[src/verilog/eth_lane_regs.svh]
// constants for the lane, statistics and pause block
`ifndef ETH_LANE_REGS_SVH
`define ETH_LANE_REGS_SVH
`define LANE_MAX 4
`define LANES_40G 4
`define LANES_50G 2
`define VIRTUAL_LANE_COUNT 4
`define LANE_WORD_W 64
`define USER_BUS_W 128
`define USER_BUS_W_40G_WIDE 256
`define CORE_MHZ_40G 312.5
`define CORE_MHZ_50G 390.625
`define SCR_W 58
`define SCR_TAP_A 38
`define SCR_TAP_B 57
`define SCR_SEED 58'h3ff_ffff_ffff_ffff
`define PAUSE_DA 48'h0180_c200_0001
`define PAUSE_ETYPE 16'h8808
`define PAUSE_OP_GLOBAL 16'h0001
`define PAUSE_OP_PRIO 16'h0101
`define PAUSE_WORDS 8
`define PAUSE_CLASSES 8
`endif

[src/verilog/eth_lane_pkg.sv]
// types for the lane, statistics and pause block
package eth_lane_pkg;
   typedef struct packed {
      logic valid;
      logic sop;
      logic eop;
      logic err;
      logic [63:0] data;
   } tx_word_s;
   typedef struct packed {
      logic valid;
      logic sop;
      logic eop;
      logic fcs_err;
      logic len_err;
      logic [63:0] data;
   } rx_word_s;
   typedef struct packed {
      logic tx_good;
      logic tx_bad;
      logic tx_pause;
      logic rx_good;
      logic rx_bad;
      logic rx_len_err;
      logic rx_pause;
      logic [3:0] test_err;
   } stat_s;
   typedef enum logic [1:0] {TX_IDLE, TX_USER, TX_PAUSE} tx_state_e;
endpackage

[src/verilog/eth_lane_stat.sv]
// lane-facing datapath with statistics pulses, pause handling and test patterns
`timescale 1ns/1ps
`include "eth_lane_regs.svh"
// How it works
// - each statistic has its own per-cycle increment output
// - transmit frames with any error count bad, otherwise good
// - receive length errors make a frame bad
// - receive pause frames are parsed and their quanta presented
// - requested global or priority pause frames are inserted into transmit
// - lanes carry scrambled test patterns and checkers flag mismatching words
// - core rate is 312.5 MHz at 40G and 390.625 MHz at 50G
// - two lanes at 50G, four at 40G, four virtual lanes always
// - receive lane word msb is earliest received bit
// - transmit lane word msb is sent first
// - each receive word is taken on its own lane clock rising edge
// - user stream is 128 bits straddled, 256 bits only at 40G
// - with optional registers some controls move out of broadside ports
module eth_lane_stat
   import eth_lane_pkg::*;
(
   // clock, enable, reset
   input wire logic i_sys_clk,
   input wire logic i_ce,
   input wire logic i_srst,
   // mode and test controls
   input wire logic i_mode_50g,
   input wire logic i_wide_user_bus,
   input wire logic i_test_pattern_en,
   // receive lanes from transceivers
   input wire logic [3:0] i_rx_lane_clk,
   input wire logic [3:0] i_rx_lane_reset,
   input wire logic [3:0][63:0] i_rx_lane_data,
   // transmit reference from transceivers
   input wire logic i_tx_refclk,
   input wire logic i_tx_refclk_reset,
   // transmit lanes to transceivers
   output logic [3:0][63:0] o_tx_lane_data,
   output logic [3:0] o_tx_lane_load,
   // received lane words
   output logic [3:0][63:0] o_rx_lane_word,
   output logic [3:0] o_rx_lane_valid,
   // framed streams
   input wire tx_word_s i_tx,
   output logic o_tx_ready,
   input wire rx_word_s i_rx,
   // pause control and status
   input wire logic i_tx_pause_req,
   input wire logic i_tx_pause_prio,
   input wire logic [7:0] i_tx_pause_enable,
   input wire logic [15:0] i_tx_pause_quanta,
   input wire logic [47:0] i_tx_pause_sa,
   output logic o_tx_pause_busy,
   output logic [7:0][15:0] o_rx_pause_quanta,
   output logic [7:0] o_rx_pause_enable,
   output logic o_rx_pause_valid,
   // statistics and configuration status
   output stat_s o_stat,
   output logic [2:0] o_active_lanes,
   output logic o_cfg_error
);

   logic [3:0] active_mask;
   logic [3:0][2:0] rclk_sync_r;
   logic [3:0][1:0] rrst_sync_r;
   logic [3:0][1:0][63:0] rdat_sync_r;
   logic [3:0] rx_edge;
   logic [2:0] tclk_sync_r;
   logic [1:0] trst_sync_r;
   logic tx_edge;
   logic [3:0][57:0] tp_gen_r;
   logic [3:0][57:0] tp_chk_r;
   logic [3:0][121:0] gen_step;
   logic [7:0][15:0] rx_q_nxt;
   logic [7:0] rx_en_nxt;
   logic [3:0] tp_err_nxt;
   tx_state_e tx_state_r;
   logic [1:0] tx_lane_r;
   logic [2:0] pw_idx_r;
   logic pause_pend_r;
   logic pause_prio_r;
   logic [7:0] pause_en_r;
   logic [15:0] pause_q_r;
   logic [47:0] pause_sa_r;
   logic [63:0] tx_word;
   logic tx_word_ok;
   logic tx_word_pause;
   logic [2:0] rx_idx_r;
   logic rx_is_pause_r;
   logic rx_is_prio_r;
   logic [7:0][15:0] rx_q_r;
   logic [7:0] rx_en_r;
   logic tx_last_pause;

   // scrambler step over one word, msb first, returns {state, word}
   function automatic logic [121:0] scr_word(input logic [57:0] st, input logic [63:0] d,
                                            input logic descr);
      logic [57:0] s;
      logic [63:0] o;
      logic b;
      s = st;
      o = 64'h0;
      for (int i = 63; i >= 0; i--) begin
         b = d[i] ^ s[`SCR_TAP_A] ^ s[`SCR_TAP_B];
         o[i] = b;
         s = {s[56:0], (descr ? d[i] : b)};
      end
      return {s, o};
   endfunction

   // pause frame word by index
   function automatic logic [63:0] pause_word(input logic [2:0] idx, input logic prio,
                                             input logic [7:0] en, input logic [15:0] q,
                                             input logic [47:0] sa);
      logic [63:0] w;
      w = 64'h0;
      case (idx)
         3'h0: w = {`PAUSE_DA, sa[47:32]};
         3'h1: w = {sa[31:0], `PAUSE_ETYPE, (prio ? `PAUSE_OP_PRIO : `PAUSE_OP_GLOBAL)};
         3'h2: w = prio ? {8'h00, en, q, q, q} : {q, 48'h0};
         3'h3: w = prio ? {q, q, q, q} : 64'h0;
         3'h4: w = prio ? {q, 48'h0} : 64'h0;
         default: w = 64'h0;
      endcase
      return w;
   endfunction

   // lane count and user bus legality per rate
   always_comb begin
      active_mask = i_mode_50g ? 4'h3 : 4'hf;
      o_active_lanes = i_mode_50g ? 3'(`LANES_50G) : 3'(`LANES_40G);
      o_cfg_error = i_mode_50g & i_wide_user_bus;
   end

   // receive lane clocks through three flops, resets and data through two flops each
   genvar g;
   generate
      for (g = 0; g < `LANE_MAX; g++) begin : g_rx
         always_ff @(posedge i_sys_clk) begin
            if (i_srst) begin
               rclk_sync_r[g] <= 3'h0;
               rrst_sync_r[g] <= 2'h3;
               rdat_sync_r[g] <= '0;
            end else if (i_ce) begin
               rclk_sync_r[g] <= {rclk_sync_r[g][1:0], i_rx_lane_clk[g]};
               rrst_sync_r[g] <= {rrst_sync_r[g][0], i_rx_lane_reset[g]};
               rdat_sync_r[g] <= {rdat_sync_r[g][0], i_rx_lane_data[g]};
            end
         end
         assign rx_edge[g] = rclk_sync_r[g][1] & ~rclk_sync_r[g][2];

         // lane word capture on its own clock edge
         always_ff @(posedge i_sys_clk) begin
            if (i_srst) begin
               o_rx_lane_word[g] <= 64'h0;
               o_rx_lane_valid[g] <= 1'b0;
            end else if (i_ce) begin
               o_rx_lane_valid[g] <= 1'b0;
               if (rx_edge[g] && !rrst_sync_r[g][1] && active_mask[g]) begin
                  o_rx_lane_word[g] <= rdat_sync_r[g][1];
                  o_rx_lane_valid[g] <= 1'b1;
               end
            end
         end

         // test pattern checker, self-synchronising descrambler
         logic [121:0] chk_step;
         assign chk_step = scr_word(tp_chk_r[g], rdat_sync_r[g][1], 1'b1);
         assign gen_step[g] = scr_word(tp_gen_r[g], 64'h0, 1'b0);
         always_comb begin
            tp_err_nxt[g] = 1'b0;
            if (i_test_pattern_en && rx_edge[g] && !rrst_sync_r[g][1] && active_mask[g]) begin
               tp_err_nxt[g] = |chk_step[63:0];
            end
         end
         always_ff @(posedge i_sys_clk) begin
            if (i_srst || rrst_sync_r[g][1]) begin
               tp_chk_r[g] <= `SCR_SEED;
            end else if (i_ce && rx_edge[g]) begin
               tp_chk_r[g] <= chk_step[121:64];
            end
         end

         // test pattern generator, scrambled zero stream per lane
         always_ff @(posedge i_sys_clk) begin
            if (i_srst || trst_sync_r[1]) begin
               tp_gen_r[g] <= `SCR_SEED;
            end else if (i_ce && tx_edge && i_test_pattern_en) begin
               tp_gen_r[g] <= gen_step[g][121:64];
            end
         end
      end
   endgenerate

   // transmit reference clock and reset sampling
   always_ff @(posedge i_sys_clk) begin
      if (i_srst) begin
         tclk_sync_r <= 3'h0;
         trst_sync_r <= 2'h3;
      end else if (i_ce) begin
         tclk_sync_r <= {tclk_sync_r[1:0], i_tx_refclk};
         trst_sync_r <= {trst_sync_r[0], i_tx_refclk_reset};
      end
   end
   assign tx_edge = tclk_sync_r[1] & ~tclk_sync_r[2] & ~trst_sync_r[1];

   // pause request latch, held until the frame starts
   always_ff @(posedge i_sys_clk) begin
      if (i_srst) begin
         pause_pend_r <= 1'b0;
         pause_prio_r <= 1'b0;
         pause_en_r <= 8'h0;
         pause_q_r <= 16'h0;
         pause_sa_r <= 48'h0;
      end else if (i_ce) begin
         if (i_tx_pause_req && !pause_pend_r && tx_state_r != TX_PAUSE) begin
            pause_pend_r <= 1'b1;
            pause_prio_r <= i_tx_pause_prio;
            pause_en_r <= i_tx_pause_enable;
            pause_q_r <= i_tx_pause_quanta;
            pause_sa_r <= i_tx_pause_sa;
         end else if (tx_edge && tx_state_r == TX_IDLE && pause_pend_r) begin
            pause_pend_r <= 1'b0;
         end
      end
   end
   assign o_tx_pause_busy = pause_pend_r | (tx_state_r == TX_PAUSE);

   // user stream is taken only between pause frames and on a lane slot
   assign o_tx_ready = tx_edge & ~i_test_pattern_en &
                       (tx_state_r == TX_USER | (tx_state_r == TX_IDLE & ~pause_pend_r));
   assign tx_word_pause = (tx_state_r == TX_PAUSE);
   assign tx_last_pause = tx_word_pause && pw_idx_r == 3'(`PAUSE_WORDS - 1);
   always_comb begin
      tx_word = 64'h0;
      tx_word_ok = 1'b0;
      if (tx_word_pause) begin
         tx_word = pause_word(pw_idx_r, pause_prio_r, pause_en_r, pause_q_r, pause_sa_r);
         tx_word_ok = tx_edge;
      end else if (o_tx_ready && i_tx.valid) begin
         tx_word = i_tx.data;
         tx_word_ok = 1'b1;
      end
   end

   // transmit frame scheduler
   always_ff @(posedge i_sys_clk) begin
      if (i_srst) begin
         tx_state_r <= TX_IDLE;
         pw_idx_r <= 3'h0;
      end else if (i_ce && tx_edge) begin
         case (tx_state_r)
            TX_IDLE: begin
               pw_idx_r <= 3'h0;
               if (pause_pend_r) begin
                  tx_state_r <= TX_PAUSE;
               end else if (o_tx_ready && i_tx.valid && i_tx.sop && !i_tx.eop) begin
                  tx_state_r <= TX_USER;
               end
            end
            TX_USER: begin
               if (i_tx.valid && i_tx.eop) begin
                  tx_state_r <= TX_IDLE;
               end
            end
            TX_PAUSE: begin
               pw_idx_r <= pw_idx_r + 3'h1;
               if (tx_last_pause) begin
                  tx_state_r <= TX_IDLE;
               end
            end
            default: tx_state_r <= TX_IDLE;
         endcase
      end
   end

   // transmit lane loading, round robin over active lanes, all active lanes at once in test pattern mode
   always_ff @(posedge i_sys_clk) begin
      if (i_srst) begin
         o_tx_lane_data <= '0;
         o_tx_lane_load <= 4'h0;
         tx_lane_r <= 2'h0;
      end else if (i_ce) begin
         o_tx_lane_load <= 4'h0;
         if (tx_edge && i_test_pattern_en) begin
            for (int l = 0; l < `LANE_MAX; l++) begin
               o_tx_lane_data[l] <= gen_step[l][63:0];
            end
            o_tx_lane_load <= active_mask;
         end else if (tx_word_ok) begin
            o_tx_lane_data[tx_lane_r] <= tx_word;
            o_tx_lane_load[tx_lane_r] <= 1'b1;
            tx_lane_r <= (tx_lane_r == 2'(o_active_lanes - 3'h1)) ? 2'h0 : tx_lane_r + 2'h1;
         end
      end
   end

   // quanta as they stand after this word, so the closing word counts too
   always_comb begin
      rx_q_nxt = rx_q_r;
      rx_en_nxt = rx_en_r;
      if (!i_rx.sop && rx_idx_r == 3'h2) begin
         if (rx_is_prio_r) begin
            rx_en_nxt = i_rx.data[55:48];
            rx_q_nxt[0] = i_rx.data[47:32];
            rx_q_nxt[1] = i_rx.data[31:16];
            rx_q_nxt[2] = i_rx.data[15:0];
         end else begin
            rx_en_nxt = 8'hff;
            rx_q_nxt = {8{i_rx.data[63:48]}};
         end
      end else if (!i_rx.sop && rx_idx_r == 3'h3 && rx_is_prio_r) begin
         rx_q_nxt[3] = i_rx.data[63:48];
         rx_q_nxt[4] = i_rx.data[47:32];
         rx_q_nxt[5] = i_rx.data[31:16];
         rx_q_nxt[6] = i_rx.data[15:0];
      end else if (!i_rx.sop && rx_idx_r == 3'h4 && rx_is_prio_r) begin
         rx_q_nxt[7] = i_rx.data[63:48];
      end
   end

   // receive pause parser
   always_ff @(posedge i_sys_clk) begin
      if (i_srst) begin
         rx_idx_r <= 3'h0;
         rx_is_pause_r <= 1'b0;
         rx_is_prio_r <= 1'b0;
         rx_q_r <= '0;
         rx_en_r <= 8'h0;
      end else if (i_ce && i_rx.valid) begin
         rx_idx_r <= i_rx.eop ? 3'h0 : (i_rx.sop ? 3'h1 : (rx_idx_r == 3'h7 ? 3'h7 : rx_idx_r + 3'h1));
         rx_q_r <= rx_q_nxt;
         rx_en_r <= rx_en_nxt;
         if (i_rx.sop) begin
            rx_is_pause_r <= (i_rx.data[63:16] == `PAUSE_DA);
         end else if (rx_idx_r == 3'h1) begin
            rx_is_pause_r <= rx_is_pause_r && i_rx.data[31:16] == `PAUSE_ETYPE &&
               (i_rx.data[15:0] == `PAUSE_OP_GLOBAL || i_rx.data[15:0] == `PAUSE_OP_PRIO);
            rx_is_prio_r <= (i_rx.data[15:0] == `PAUSE_OP_PRIO);
         end
      end
   end

   // presented pause status, updated only by good pause frames
   always_ff @(posedge i_sys_clk) begin
      if (i_srst) begin
         o_rx_pause_quanta <= '0;
         o_rx_pause_enable <= 8'h0;
         o_rx_pause_valid <= 1'b0;
      end else if (i_ce) begin
         o_rx_pause_valid <= 1'b0;
         if (i_rx.valid && i_rx.eop && rx_is_pause_r && !i_rx.sop &&
             !i_rx.fcs_err && !i_rx.len_err) begin
            o_rx_pause_quanta <= rx_q_nxt;
            o_rx_pause_enable <= rx_en_nxt;
            o_rx_pause_valid <= 1'b1;
         end
      end
   end

   // statistics increments, zero unless an event occurs
   always_ff @(posedge i_sys_clk) begin
      if (i_srst) begin
         o_stat <= '0;
      end else if (i_ce) begin
         o_stat <= '0;
         if (o_tx_ready && i_tx.valid && i_tx.eop) begin
            o_stat.tx_good <= ~i_tx.err;
            o_stat.tx_bad <= i_tx.err;
         end
         o_stat.tx_pause <= tx_edge & tx_last_pause;
         if (i_rx.valid && i_rx.eop) begin
            o_stat.rx_good <= ~(i_rx.fcs_err | i_rx.len_err);
            o_stat.rx_bad <= i_rx.fcs_err | i_rx.len_err;
            o_stat.rx_len_err <= i_rx.len_err;
            o_stat.rx_pause <= rx_is_pause_r & ~i_rx.sop;
         end
         o_stat.test_err <= tp_err_nxt;
      end
   end

endmodule
[config.mk]
export PLATFORM = sky130hd
export DESIGN_NAME = eth_lane_stat
export DESIGN_NICKNAME = d
export VERILOG_FILES = /design/src/verilog/eth_lane_pkg.sv /design/src/verilog/eth_lane_stat.sv
export VERILOG_INCLUDE_DIRS = /design/src /design/src/verilog
export SDC_FILE = /design/constraint.sdc
export NUM_CORES = 2
export LEC_CHECK = 0
export BUFFER_PORTS_ARGS = -buffer_cell sky130_fd_sc_hd__buf_2
export CAP_MARGIN = 25
export CORE_MARGIN = 3
export CORE_UTILIZATION = 40
export DETAILED_ROUTE_END_ITERATION = 6
export GPL_TIMING_DRIVEN = 1
export HOLD_SLACK_MARGIN = 0.1
export PLACE_DENSITY_LB_ADDON = 0.12
export RECOVER_POWER = 100
export SKIP_CTS_REPAIR_TIMING = 1
export SLEW_MARGIN = 10
export SYNTH_ARGS = -nofsm -noshare
export SYNTH_HDL_FRONTEND = slang
export SYNTH_SLANG_ARGS = --single-unit
[constraint.sdc]
create_clock -name i_sys_clk -period 5 [get_ports i_sys_clk]
set_clock_uncertainty 0.1 [all_clocks]
set_input_delay 0.25 -clock i_sys_clk [delete_from_list [all_inputs] [get_ports i_sys_clk]]
set_output_delay 0.25 -clock i_sys_clk [all_outputs]
set_load 0.03 [all_outputs]
==> flow_metrics.py <==
metrics = {
    "run_status": {
        "status": "finished with violations",
        "failed_checks": "design-rule violations, max-capacitance violations, max-slew violations",
    },
    "critical_path": {
        "critical_path_class": "reg2reg",
        "cp_max_fo": 25,
        "endpoint_kind": "flop",
        "r2r-end": "o_tx_lane_data[91]",
        "r2r_cells": 8,
        "r2r_start": "pw_idx_r[0]",
        "arrival_ps": 4960,
        "cp_num_buf_inv": 1,
        "max_stage_delay_ps": 1260,
        "cp.depth": 8,
        "cp_slowest_cell": "o2bb2ai_1",
        "critPathRequiredTime_ps": 5640,
        "crit_family": "compound AO/OA/AOI/OAI gates",
        "endpoint": "o_tx_lane_data[91]",
        "crit_start": "pw_idx_r[0]",
        "start_kind": "flop",
        "reg2reg_slack_ps": 680,
        "crit_path_cell_trace": "inv_1 -> ha_1 -> nand2b_1 -> a21oi_2 -> a21oi_1 -> o2bb2ai_1 -> a211oi_1 -> nor3_2",
    },
    "placed_design": {
        "dp_cells": 12000,
        "hpwl_mm": 255,
        "place.gp.congestion": 0.976,
        "place_ws_ps": 1570,
        "portBuffers": 1155,
    },
    "drt": {
        "first_pass_iters": 7,
        "finalWirelength_mm": 347,
        "vias": 71100,
        "wire_per_inst_um": 26.6,
        "drt-initial-drc-count": 6969,
        "met2_length_mm": 161,
        "postRouteAntennaNets": 0,
        "drc": 13,
        "met1_length_mm": 139,
        "route.met3.wl_mm": 23.7,
        "maxUsedRoutingLayer": "met5",
        "viasPerCell": 5.45,
    },
    "clocking": {
        "clk_latency_ps": 840,
        "root_buffer": "clkbuf_16",
        "cts_num_sinks": 1891,
        "cts_htree_levels": 4,
        "clk_pin_slew_worst_paths_ps": 60,
        "max-clock-path-buffers": 3,
        "cts_tree": "done",
        "cts_buffers": 203,
    },
    "synth": {
        "synth_edf_count": 0,
        "synth_cell_types": 79,
        "synth-seq-area-share": 0.478,
        "synth_seq_cells": 1891,
        "synth.net_count": 9361,
        "synth_cells": 8864,
        "netlist_area_mm2": 0.0793,
        "syn_area_per_cell_um2": 8.94,
        "synth_flop_cell": "dfxtp_1",
        "yosysWarningCount": 0,
        "synthArstFlopShare": 0,
    },
    "sta": {
        "drv_slew": 312,
        "grt_setup_unrepaired": "no",
        "setup_tns_ps": 0,
        "max_freq_mhz": 231,
        "relSlewSlack": -0.996,
        "tightest_slew_ps": 2990,
        "fin_ws_ps": 680,
        "min_period_ps": 4320,
        "setup_viol": 0,
        "hold_viol_final": 0,
        "post-route-period-util": 0.864,
    },
    "global_routing": {
        "grt_antenna_before_repair": 66,
        "grt_pass1_vias": 63700,
        "grt.overflow.total": 0,
        "grt_pass1_wl_mm": 479,
        "grt_use_total": 0.322,
        "grt_max_degree": 231,
    },
    "power": {
        "leakage_nw": 39.0,
        "p_per_area_mw_per_mm2": 342,
        "peakVddDrop_v": 0.000308,
    },
    "finish": {
        "nNetsFinal": 10700,
        "final_common_cell": "dfxtp_1",
        "syn_to_final_growth_pct": 24.0,
        "mostFrequentLayoutCells": "dfxtp_1, nand2_1, nor2_1",
        "fillers": 19000,
        "fin_cells": 13000,
        "multiInputGateArea_mm2": 0.0380,
        "drive_gt1_frac": 0.108,
        "regArea_mm2": 0.0379,
    },
    "flow_run": {
        "drv_cap": 11,
    },
    "floorplan": {
        "ioPinCount": 1157,
        "dieArea_mm2": 0.204,
        "core_mm2": 0.196,
        "initial_core_util": 0.404,
        "core.rowCount": 162,
        "dieWidth_um": 451,
        "die_h_um": 451,
    },
    "worst_hold_path": {
        "hold_depth": 5,
        "hold_path.class": "in2reg",
    },
}
==> through the flow <==
step                total power, mW  hold WS [ps]  instance area, um2  utilization
floorplan                      16.9           272               79300            -
global placement               17.7           339               86600        0.442
detailed placement             17.7           339               86700        0.442
CTS                            33.5          -538               93800        0.478
global route                   34.7          80.6               98200        0.501
finish                         33.6          64.8               98300        0.501
==> synthesized netlist by cell type (26+ instances only) <==
cell / instances / area share
a211oi_1: 295 / 0.028
a21oi_1: 521 / 0.033
a221oi_1: 66 / 0.0073
a221oi_2: 26 / 0.0049
and2_1: 26 / 0.0021
and3_1: 29 / 0.0023
buf_2: 139 / 0.0088
clkbuf_1: 518 / 0.025
dfxtp_1: 1891 / 0.48
mux2i_1: 597 / 0.075
nand2_1: 1520 / 0.072
nand3_1: 261 / 0.016
nand4_1: 30 / 0.0024
nor2_1: 1356 / 0.064
nor3_1: 146 / 0.0092
nor3_2: 128 / 0.016
nor4_1: 32 / 0.0025
o211ai_1: 202 / 0.019
o21ai_0: 85 / 0.0054
o221a_2: 26 / 0.0037
xnor2_1: 305 / 0.034
xnor3_1: 96 / 0.027
xor2_1: 184 / 0.020
==> flip-flops by register name (all words and copies together) (netlist names), 128 cells and up <==
| register | count |
|---|---|
| rdat_sync_r | 280 |
| tp_chk_r | 232 |
| o_rx_lane_word | 256 |
| rx_q_r | 128 |
| tp_gen_r | 232 |
| g_rx.chk_step | 232 |
| o_tx_lane_data | 256 |
| o_rx_pause_quanta | 128 |
==> layer usage <==
layer | GRT usage | up-vias
met5 | 0 | -
met4 | 0.206 | 10
met3 | 0.0631 | 753
met2 | 0.511 | 2852
met1 | 0.399 | 34400
li1 | - | 33000
==> final cells by class <==
| cell class | instances | share of cell area |
|---|---|---|
| Antenna cell | 47 | 0.00120 |
| Clock buffer | 306 | 0.0627 |
| Clock inverter | 69 | 0.00900 |
| Inverter | 23 | 0.000879 |
| Multi-Input combinational cell | 6248 | 0.387 |
| Sequential cell | 1891 | 0.385 |
| Tap cell | 2624 | 0.0334 |
| Timing Repair Buffer | 1838 | 0.120 |
==> worst min-delay path, stage by stage <==
cell	delay (ps)
buf_2	210
o31ai_1	130
nor3b_1	170
xnor2_1	150
nor2_1	40
==> cell families after synthesis <==
logic type	count (synthesis)	synth area share
AND/OR/NAND/NOR	3624	0.196
flip-flops	1891	0.478
multiplexers	597	0.0754
XOR/XNOR	585	0.0813
buffers and inverters	725	0.0380
AO/OA/AOI/OAI	1427	0.129
adder cells (fa/ha/maj)	14	0.00221
other	1	0.0000473
==> worst min-delay path by stage <==
stage	start	end	slack (ps)
after floorplan	i_rx_lane_reset[0]	rrst_sync_r[0]	270
after global placement	o_stat[3]	o_stat[3]	340
after detailed placement	o_stat[0]	o_stat[0]	340
after CTS	i_rx_lane_data[245]	rdat_sync_r[437]	-540
after global routing	i_test_pattern_en	tx_lane_r[1]	80
final	i_test_pattern_en	tx_lane_r[0]	60
==> report_power, final <==
group | internal (mW) | switching [mW] | total, mW
clock network | 9.34 | 6.53 | 15.9
registers | 15.3 | 0.336 | 15.7
logic | 0.920 | 1.16 | 2.08
Power figures use the tool's default switching activity.
